==> src/rps_pkg.sv <==
// Package for the reset pin and sleep control block: register map, field layout and sleep encodings.
// Assumes a 32-bit AHB-Lite register bus with word-aligned registers.
package rps_pkg;

    localparam int RPS_NPORT = 3;
    localparam int RPS_PA_W = 8;
    localparam int RPS_PB_W = 4;
    localparam int RPS_PC_W = 6;
    localparam int RPS_RST_BIT = 3;

    localparam logic [7:0] RPS_CTRL_ADDR = 8'h00;
    localparam logic [7:0] RPS_STAT_ADDR = 8'h04;
    localparam logic [7:0] RPS_PORT_BASE = 8'h10;
    localparam logic [7:0] RPS_PORT_STRIDE = 8'h10;
    localparam logic [3:0] RPS_OFS_OUT = 4'h0;
    localparam logic [3:0] RPS_OFS_DIR = 4'h4;
    localparam logic [3:0] RPS_OFS_PULL = 4'h8;
    localparam logic [3:0] RPS_OFS_IN = 4'hc;

    localparam int RPS_CTRL_SE_BIT = 0;
    localparam int RPS_CTRL_SM_LSB = 1;
    localparam int RPS_STAT_ST_LSB = 0;
    localparam int RPS_STAT_GPIO_BIT = 4;
    localparam logic [31:0] RPS_CTRL_RESET = 32'h0000_0000;

    localparam logic [2:0] RPS_SM_IDLE = 3'h0;
    localparam logic [2:0] RPS_SM_ADCNR = 3'h1;
    localparam logic [2:0] RPS_SM_PDOWN = 3'h2;
    localparam logic [2:0] RPS_SM_STBY = 3'h6;

    localparam logic [1:0] RPS_HTRANS_NONSEQ = 2'h2;
    localparam logic [2:0] RPS_HSIZE_WORD = 3'h2;

    typedef enum logic [2:0] {
        RPS_ST_ACTIVE = 3'b000,
        RPS_ST_IDLE = 3'b001,
        RPS_ST_ADCNR = 3'b010,
        RPS_ST_PDOWN = 3'b011,
        RPS_ST_STBY = 3'b100
    } rps_state_type;

endpackage

==> src/rps_top.sv <==
// Reset pin handling, three general purpose ports and sleep state control behind an AHB-Lite slave.
// Assumes one 50 MHz clock; the reset pin acts asynchronously and needs no clock.
//
// How it works
// - A low reset pin resets the device, even with the clock stopped, unless disabled.
// - With the disable fuse at zero the reset pin works as a plain port pin.
// - Three ports of 8, 4 and 6 bits, each bit with its own pull-up.
// - All port pins float as soon as any reset becomes active, clock or not.
// - Idle halts the processor; timers, ADC, comparator, SPI, TWI and interrupts run.
// - ADC noise reduction halts processor and all I/O except the ADC.
// - Power-down keeps registers, stops everything, wakes only on interrupt or reset.
// - Standby keeps the oscillator running while all else sleeps.
`timescale 1ns/1ps
`default_nettype none
module rps_top
    import rps_pkg::*;
#(
    parameter int PA_W = rps_pkg::RPS_PA_W,
    parameter int PB_W = rps_pkg::RPS_PB_W,
    parameter int PC_W = rps_pkg::RPS_PC_W
) (
    // Clock, reset and enable
    input wire logic clk_sys_i,
    input wire logic rst_i,
    input wire logic ce_i,
    // Fuse, core events
    input wire logic reset_pin_disable_fuse_i,
    input wire logic sleep_instr_i,
    input wire logic wake_irq_i,
    // AHB-Lite slave
    input wire logic hsel_i,
    input wire logic [31:0] haddr_i,
    input wire logic [1:0] htrans_i,
    input wire logic hwrite_i,
    input wire logic [2:0] hsize_i,
    input wire logic [31:0] hwdata_i,
    input wire logic hready_i,
    output logic hreadyout_o,
    output logic hresp_o,
    output logic [31:0] hrdata_o,
    // Ports
    input wire logic [PA_W-1:0] first_port_pins_i,
    output logic [PA_W-1:0] first_port_pins_o,
    output logic [PA_W-1:0] first_port_pins_oe_o,
    output logic [PA_W-1:0] first_port_pull_o,
    input wire logic [PB_W-1:0] second_port_pins_i,
    output logic [PB_W-1:0] second_port_pins_o,
    output logic [PB_W-1:0] second_port_pins_oe_o,
    output logic [PB_W-1:0] second_port_pull_o,
    input wire logic [PC_W-1:0] third_port_pins_i,
    output logic [PC_W-1:0] third_port_pins_o,
    output logic [PC_W-1:0] third_port_pins_oe_o,
    output logic [PC_W-1:0] third_port_pull_o,
    // Reset and clock gating outputs
    output logic chip_rst_o,
    output logic cpu_clk_en_o,
    output logic io_clk_en_o,
    output logic adc_clk_en_o,
    output logic osc_en_o,
    output logic [2:0] sleep_state_o
);

    import rps_pkg::*;

    logic reset_shared_port_pin;
    logic pin_rst;
    logic chip_rst;
    logic [7:0] out_q [RPS_NPORT];
    logic [7:0] out_d [RPS_NPORT];
    logic [7:0] dir_q [RPS_NPORT];
    logic [7:0] dir_d [RPS_NPORT];
    logic [7:0] pull_q [RPS_NPORT];
    logic [7:0] pull_d [RPS_NPORT];
    logic [7:0] in_w [RPS_NPORT];
    logic [7:0] ok_w [RPS_NPORT];
    logic [31:0] ctrl_q;
    logic [31:0] ctrl_d;
    logic ph_q;
    logic ph_d;
    logic ph_wr_q;
    logic ph_wr_d;
    logic [7:0] ph_addr_q;
    logic [7:0] ph_addr_d;
    rps_state_type st_q;
    rps_state_type st_d;
    logic take;
    logic wr_go;
    logic [1:0] pidx;
    logic [3:0] pnum;
    logic [3:0] pofs;
    logic pmapped;
    logic [2:0] mode;

    if (PA_W != RPS_PA_W || PB_W != RPS_PB_W || PC_W != RPS_PC_W) begin : g_chk
        $error("rps_top: port widths must be 8, 4 and 6");
    end

    // The reset pin is sampled without a clock; the pulse length filter is left to the analog pad.
    assign reset_shared_port_pin = third_port_pins_i[RPS_RST_BIT];
    assign pin_rst = reset_pin_disable_fuse_i & ~reset_shared_port_pin;
    assign chip_rst = rst_i | pin_rst;
    assign chip_rst_o = chip_rst;

    // Port pin mapping; the reset-shared pin only acts as a port bit when the fuse is programmed.
    always_comb begin
        ok_w[0] = 8'hff;
        ok_w[1] = 8'hff;
        ok_w[2] = 8'hff;
        ok_w[2][RPS_RST_BIT] = ~reset_pin_disable_fuse_i;
    end

    rps_pad #(.WIDTH(PA_W)) u_pa (
        .clk_sys_i(clk_sys_i), .rst_any_i(chip_rst), .ce_i(ce_i),
        .out_i(out_q[0][PA_W-1:0]), .dir_i(dir_q[0][PA_W-1:0]), .pull_i(pull_q[0][PA_W-1:0]),
        .gpio_ok_i(ok_w[0][PA_W-1:0]), .pin_i(first_port_pins_i), .pin_o(first_port_pins_o),
        .pin_oe_o(first_port_pins_oe_o), .pull_en_o(first_port_pull_o), .in_o(in_w[0][PA_W-1:0])
    );
    rps_pad #(.WIDTH(PB_W)) u_pb (
        .clk_sys_i(clk_sys_i), .rst_any_i(chip_rst), .ce_i(ce_i),
        .out_i(out_q[1][PB_W-1:0]), .dir_i(dir_q[1][PB_W-1:0]), .pull_i(pull_q[1][PB_W-1:0]),
        .gpio_ok_i(ok_w[1][PB_W-1:0]), .pin_i(second_port_pins_i), .pin_o(second_port_pins_o),
        .pin_oe_o(second_port_pins_oe_o), .pull_en_o(second_port_pull_o), .in_o(in_w[1][PB_W-1:0])
    );
    rps_pad #(.WIDTH(PC_W)) u_pc (
        .clk_sys_i(clk_sys_i), .rst_any_i(chip_rst), .ce_i(ce_i),
        .out_i(out_q[2][PC_W-1:0]), .dir_i(dir_q[2][PC_W-1:0]), .pull_i(pull_q[2][PC_W-1:0]),
        .gpio_ok_i(ok_w[2][PC_W-1:0]), .pin_i(third_port_pins_i), .pin_o(third_port_pins_o),
        .pin_oe_o(third_port_pins_oe_o), .pull_en_o(third_port_pull_o), .in_o(in_w[2][PC_W-1:0])
    );
    assign in_w[1][7:PB_W] = '0;
    assign in_w[2][7:PC_W] = '0;

    // Bus front end: zero wait states; the bus is held off while the clock enable is low so no transfer is lost.
    assign take = hsel_i & hready_i & (htrans_i == RPS_HTRANS_NONSEQ) & ce_i;
    assign wr_go = ph_q & ph_wr_q & ce_i;
    assign pnum = ph_addr_q[7:4] - RPS_PORT_BASE[7:4];
    assign pidx = pnum[1:0];
    assign pofs = ph_addr_q[3:0];
    // The whole block number is compared so that addresses above the last port do not alias onto a port.
    assign pmapped = (ph_addr_q >= RPS_PORT_BASE) && (pnum < 4'(RPS_NPORT));
    assign mode = ctrl_q[RPS_CTRL_SM_LSB +: 3];

    always_comb begin
        ph_d = ph_q;
        ph_wr_d = ph_wr_q;
        ph_addr_d = ph_addr_q;
        ctrl_d = ctrl_q;
        out_d = out_q;
        dir_d = dir_q;
        pull_d = pull_q;
        if (ce_i) begin
            ph_d = take;
            ph_wr_d = take & hwrite_i;
            ph_addr_d = take ? haddr_i[7:0] : ph_addr_q;
        end
        if (wr_go) begin
            if (ph_addr_q == RPS_CTRL_ADDR) begin
                ctrl_d = {28'h0, hwdata_i[3:0]};
            end else if (pmapped) begin
                case (pofs)
                    RPS_OFS_OUT: out_d[pidx] = hwdata_i[7:0];
                    RPS_OFS_DIR: dir_d[pidx] = hwdata_i[7:0];
                    RPS_OFS_PULL: pull_d[pidx] = hwdata_i[7:0];
                    default: ;
                endcase
            end
        end
    end

    always_comb begin
        hrdata_o = 32'h0;
        if (ph_q && !ph_wr_q) begin
            if (ph_addr_q == RPS_CTRL_ADDR) begin
                hrdata_o = ctrl_q;
            end else if (ph_addr_q == RPS_STAT_ADDR) begin
                hrdata_o[RPS_STAT_ST_LSB +: 3] = st_q;
                hrdata_o[RPS_STAT_GPIO_BIT] = ~reset_pin_disable_fuse_i;
            end else if (pmapped) begin
                case (pofs)
                    RPS_OFS_OUT: hrdata_o[7:0] = out_q[pidx];
                    RPS_OFS_DIR: hrdata_o[7:0] = dir_q[pidx];
                    RPS_OFS_PULL: hrdata_o[7:0] = pull_q[pidx];
                    RPS_OFS_IN: hrdata_o[7:0] = in_w[pidx];
                    default: hrdata_o = 32'h0;
                endcase
            end
        end
    end
    assign hreadyout_o = ce_i;
    assign hresp_o = 1'b0;

    // Sleep sequencer; registers hold their values in every sleep state.
    always_comb begin
        st_d = st_q;
        if (ce_i) begin
            case (st_q)
                RPS_ST_ACTIVE: begin
                    if (sleep_instr_i && ctrl_q[RPS_CTRL_SE_BIT]) begin
                        case (mode)
                            RPS_SM_IDLE: st_d = RPS_ST_IDLE;
                            RPS_SM_ADCNR: st_d = RPS_ST_ADCNR;
                            RPS_SM_PDOWN: st_d = RPS_ST_PDOWN;
                            RPS_SM_STBY: st_d = RPS_ST_STBY;
                            default: st_d = RPS_ST_ACTIVE;
                        endcase
                    end
                end
                RPS_ST_IDLE, RPS_ST_ADCNR, RPS_ST_PDOWN, RPS_ST_STBY: begin
                    if (wake_irq_i) begin
                        st_d = RPS_ST_ACTIVE;
                    end
                end
                default: st_d = RPS_ST_ACTIVE;
            endcase
        end
    end

    always_ff @(posedge clk_sys_i or posedge chip_rst) begin
        if (chip_rst) begin
            st_q <= RPS_ST_ACTIVE;
            ctrl_q <= RPS_CTRL_RESET;
            ph_q <= 1'b0;
            ph_wr_q <= 1'b0;
            ph_addr_q <= 8'h00;
            for (int p = 0; p < RPS_NPORT; p++) begin
                out_q[p] <= 8'h00;
                dir_q[p] <= 8'h00;
                pull_q[p] <= 8'h00;
            end
        end else begin
            st_q <= st_d;
            ctrl_q <= ctrl_d;
            ph_q <= ph_d;
            ph_wr_q <= ph_wr_d;
            ph_addr_q <= ph_addr_d;
            out_q <= out_d;
            dir_q <= dir_d;
            pull_q <= pull_d;
        end
    end

    assign cpu_clk_en_o = (st_q == RPS_ST_ACTIVE);
    assign io_clk_en_o = (st_q == RPS_ST_ACTIVE) || (st_q == RPS_ST_IDLE);
    assign adc_clk_en_o = io_clk_en_o || (st_q == RPS_ST_ADCNR);
    assign osc_en_o = (st_q != RPS_ST_PDOWN);
    assign sleep_state_o = st_q;
endmodule // rps_top
`default_nettype wire

==> src/rps_pad.sv <==
// One bidirectional port: drive, tristate and pull-up control for each bit, plus input sampling.
// Assumes pin inputs are synchronous to the clock and that the reset input is the combined chip reset.
`timescale 1ns/1ps
`default_nettype none
module rps_pad #(
    parameter int WIDTH = 8
) (
    // Clock and reset
    input wire logic clk_sys_i,
    input wire logic rst_any_i,
    input wire logic ce_i,
    // Control from registers
    input wire logic [WIDTH-1:0] out_i,
    input wire logic [WIDTH-1:0] dir_i,
    input wire logic [WIDTH-1:0] pull_i,
    input wire logic [WIDTH-1:0] gpio_ok_i,
    // Pins
    input wire logic [WIDTH-1:0] pin_i,
    output logic [WIDTH-1:0] pin_o,
    output logic [WIDTH-1:0] pin_oe_o,
    output logic [WIDTH-1:0] pull_en_o,
    output logic [WIDTH-1:0] in_o
);

    logic [WIDTH-1:0] in_d;
    logic [WIDTH-1:0] in_q;

    if (WIDTH < 1 || WIDTH > 8) begin : g_chk
        $error("rps_pad: WIDTH must be 1 to 8");
    end

    // Drivers fall to high impedance the moment any reset is asserted, with no clock needed.
    for (genvar i = 0; i < WIDTH; i++) begin : g_bit
        assign pin_o[i] = out_i[i];
        assign pin_oe_o[i] = dir_i[i] & gpio_ok_i[i] & ~rst_any_i;
        assign pull_en_o[i] = pull_i[i] & ~dir_i[i] & gpio_ok_i[i] & ~rst_any_i;
    end

    always_comb begin
        in_d = ce_i ? pin_i : in_q;
    end

    always_ff @(posedge clk_sys_i or posedge rst_any_i) begin
        if (rst_any_i) begin
            in_q <= '0;
        end else begin
            in_q <= in_d;
        end
    end

    assign in_o = in_q;
endmodule // rps_pad
`default_nettype wire

==> config.mk <==
export PLATFORM = sky130hd
export DESIGN_NAME = rps_top
export DESIGN_NICKNAME = d
export VERILOG_FILES = /design/src/rps_pkg.sv /design/src/rps_top.sv /design/src/rps_pad.sv
export SDC_FILE = /design/constraint.sdc
export NUM_CORES = 1
export LEC_CHECK = 0
export ABC_AREA = 0
export BUFFER_PORTS_ARGS = -buffer_cell sky130_fd_sc_hd__buf_2
export CAP_MARGIN = 20
export CORE_MARGIN = 10
export CORE_UTILIZATION = 52
export CTS_CLUSTER_DIAMETER = 30
export DETAILED_ROUTE_END_ITERATION = 8
export HOLD_SLACK_MARGIN = 0.03
export PLACE_DENSITY_LB_ADDON = 0.15
export SLEW_MARGIN = 20
export SYNTH_ARGS = -nofsm -noshare
export SYNTH_HDL_FRONTEND = slang
export SYNTH_SLANG_ARGS = --single-unit
==> constraint.sdc <==
create_clock -name clk_sys_i -period 6 [get_ports clk_sys_i]
set_input_delay 0.6 -clock clk_sys_i [delete_from_list [all_inputs] [get_ports clk_sys_i]]
set_output_delay 0.6 -clock clk_sys_i [all_outputs]
set_load 0.005 [all_outputs]
==> summary.md <==
| Metric | Value |
|---|---|
| Max_cap viols | 0 |
| Largest net degree at the start of global routing | 86 |
| Finished Core Util | 0.5900 |
| Num ports | 192 |
| Ant diodes | 0 |
| Hold path depth | 2 |
| Critical path type | flip-flop to primary output |
| Hold Path Class | input pin to flip-flop |
| CTS tree | done |
| Syn Inst Count | 510 |
| Worst Path Max Fanout | 19 |
| Part of the Yosys area used for sequential elements | 0.4482 |
| H-tree levels | 3 |
| RSZ-0062 raised after global routing | false |
| Vias in the first global route | 4505 |
| Wire length of the first global-routing pass | 24.70 mm |
| Worst reg2reg path endpoint | dir_q[7]$_DFFE_PN0P_ |
| Relative slew slack | 0.3510 |
| Synth warn | 0 |
| Routed vias | 4204 |
| Post-route ant nets | 0 |
| Syn Area/Cell | 11.71 um^2 |
| Most common cell after layout, fill and taps aside | buf_2 |
| Port Buffers | 115 |
| Tmin final | 4194 ps |
| WL met3 | 1.022 mm |
| Multi-input gate area | 0.002907 mm^2 |
| Slew @ Worst Pin | 973.5 ps |
| Detailed-routing wirelength on met1 | 6.953 mm |
| GRT overflow | 0 |
| Critical Path Start Type | flip-flop |
| Initial antenna violation count | 0 |
| Synth Register Bits | 107 |
| Async S/R FF share, synth | 1.000 |
| Clk_lat worst skew | 360 ps |
| Top Metal Used | met4 |
| 1st-iter DRT viols | 277 |
| Cell Area, Synth | 0.005974 mm^2 |
| GP Congestion | 0.9143 |
| CTS hold repair buffers | 0 |
| Area Overhead vs Synth | 11.79% |
| Num CTS Buffers | 9 |
| WL/cell | 21.03 um |
| Die H | 127.2 um |
| Pwr/cell area | 261.2 mW/mm^2 |
| FMAX | 0.2385 GHz |
| DR DRC count | 0 |
| Hold Vio Cnt, Final | 0 |
| R2R setup slack | 3160 ps |
| GRT Total Usage | 0.1922 |
| Lkg Pwr | 0.003333 uW |
| Initial Utilization | 0.5277 |
| CTS sink count | 107 |
| Post-synth cell types | 55 |
| Worst Reg-to-Reg Cells | 5 |
| Share of cells above drive strength 1 | 0.4333 |
| Sequential Area | 0.002679 mm^2 |
| Critical Path RT | 5400 ps |
| DP Wirelength | 11.22 mm |
| CP endpoint kind | primary output |
| Fillcell total | 992 |
| Worst r2r src | ph_addr_q[2]$_DFFE_PN0P_ |
| Total iterations of the first detailed-routing run | 5 |
| Setup_tns | 0 ps |
| Post-CTS sizing | 0 |
| Ratio of final minimum period to clock period | 0.6989 |
| DRT Wirelength | 15.62 mm |
| Number of core rows | 39 |
| Clk Tree Root Cell | clkbuf_16 |
| Final setup violation count | 0 |
| Clock Path Buffers | 2 |
| Worst Clk Skew | 8.647 ps |
| Max VDD drop | 0.0001618 V |
| Setup bufs post-CTS | 0 |
| Clock Pin Slew Worst Setup and Hold Paths | 70 ps |
| Via density | 5.658 |
| Commonest cells after routing, fill and taps aside | buf_2, mux2_2, dfrtp_1 |
| EDFF count, synth | 0 |
| Arrival @ worst endpoint | 3590 ps |
| Die area | 0.01618 mm^2 |
| Core area | 0.01132 mm^2 |
| Metal2 WL | 7.353 mm |
| Layout Nets | 697 |
| Die Span X | 127.2 um |
| Max-slew violations | 0 |
| Worst-case hold path end point | u_pa.in_o[7]$_DFFE_PN0P_ |
| Outcome | completed |
| Hold path start | first_port_pins_i[7] |
| Top FF cell, synth | dfrtp_1 |
## metrics by stage
| step | worst slack (ps) | cells | hold WS, ps | power, uW | instance area [um^2] |
|---|---|---|---|---|---|
| global route | 1553 | 743 | 467.0 | 1828 | 6679 |
| CTS | 1839 | 743 | 466.6 | 1754 | 6679 |
| global placement | 2276 | 728 | 484.1 | 1184 | 6406 |
| floorplan | 645.3 | 534 | 473.5 | 1096 | 6065 |
| detailed placement | 2245 | 728 | 495.6 | 1199 | 6406 |
| finish | 1806 | 743 | 476.3 | 1745 | 6679 |
## registers in the layout (all words and copies together), names as in the netlist
| name | count |
|---|---|
| sleep_state_o | 3 |
| ph_addr_q | 8 |
| ph_wr_q | 1 |
| out_q | 24 |
| u_pc.in_o | 6 |
| dir_q | 24 |
| u_pb.in_o | 4 |
| ph_q | 1 |
| pull_q | 24 |
| u_pa.in_o | 8 |
| ctrl_q | 4 |
## synthesized netlist by cell type (5+ instances only)
library cell | number | share of area
clkbuf_1 | 10 | 0.0063
a21oi_1 | 6 | 0.0050
nand2_1 | 20 | 0.013
mux2_2 | 108 | 0.20
a22o_1 | 7 | 0.010
buf_4 | 47 | 0.059
nor3b_1 | 18 | 0.023
inv_1 | 11 | 0.0069
nor2_4 | 5 | 0.0094
nor3_1 | 9 | 0.0075
o21ai_0 | 16 | 0.013
buf_1 | 6 | 0.0038
ha_1 | 5 | 0.010
mux2i_1 | 26 | 0.044
nor2_1 | 15 | 0.0094
mux4_2 | 5 | 0.019
o22ai_1 | 7 | 0.0073
and2_1 | 18 | 0.019
dfrtp_1 | 107 | 0.45
nor2b_1 | 6 | 0.0063
## power by group
part / leakage (uW) / switching [uW] / internal [uW]
logic: 0.00176 / 212 / 152
registers: 0.00144 / 71.3 / 753
clock network: 0.000133 / 253 / 303
total: 0.00333 / 537 / 1210
## critical path: stages, from the launching register on
cell and delay, ps:
dfrtp_1 760, inv_1 230, ha_1 830, mux4_2 580, or2_0 220, a32o_1 260, a22oi_1 150, nor2_1 70
buf_2 130
## kinds of logic after synthesis
family | share of synthesized area
multiplexers | 0.2660
AND/OR/NAND/NOR | 0.1330
flip-flops | 0.4482
buffers and inverters | 0.08042
AO/OA/AOI/OAI | 0.05990
adder cells (fa/ha/maj) | 0.01047
other | 0.0006277
XOR/XNOR | 0.001466
## per-layer routing
metal  GRT usage  vias to the layer above
met1      0.2469                     2102
met2      0.3047                      141
met5           0                        -
li1            -                     1938
met4     0.07100                        0
met3     0.05170                       23
## layout make-up
cell class | count | area share
inverters | 11 | 0.006557
repair buffers | 118 | 0.08955
flip-flops and latches | 107 | 0.4011
clock inverters | 1 | 0.001311
multi-input cells | 349 | 0.4352
well taps | 143 | 0.02679
clock buffers | 14 | 0.03953
## how the worst max path moves through the flow
stage / from / endpoint
after floorplan: third_port_pins_i[3] / ctrl_q[0]$_DFFE_PN0P_
after global placement: ph_addr_q[4]$_DFFE_PN0P_ / hrdata_o[3]
after detailed placement: ph_addr_q[4]$_DFFE_PN0P_ / hrdata_o[3]
after CTS: ph_addr_q[4]$_DFFE_PN0P_ / hrdata_o[3]
after global routing: ph_addr_q[4]$_DFFE_PN0P_ / hrdata_o[6]
final: ph_addr_q[4]$_DFFE_PN0P_ / hrdata_o[3]
Note: power is estimated with default switching activity, not from simulation.
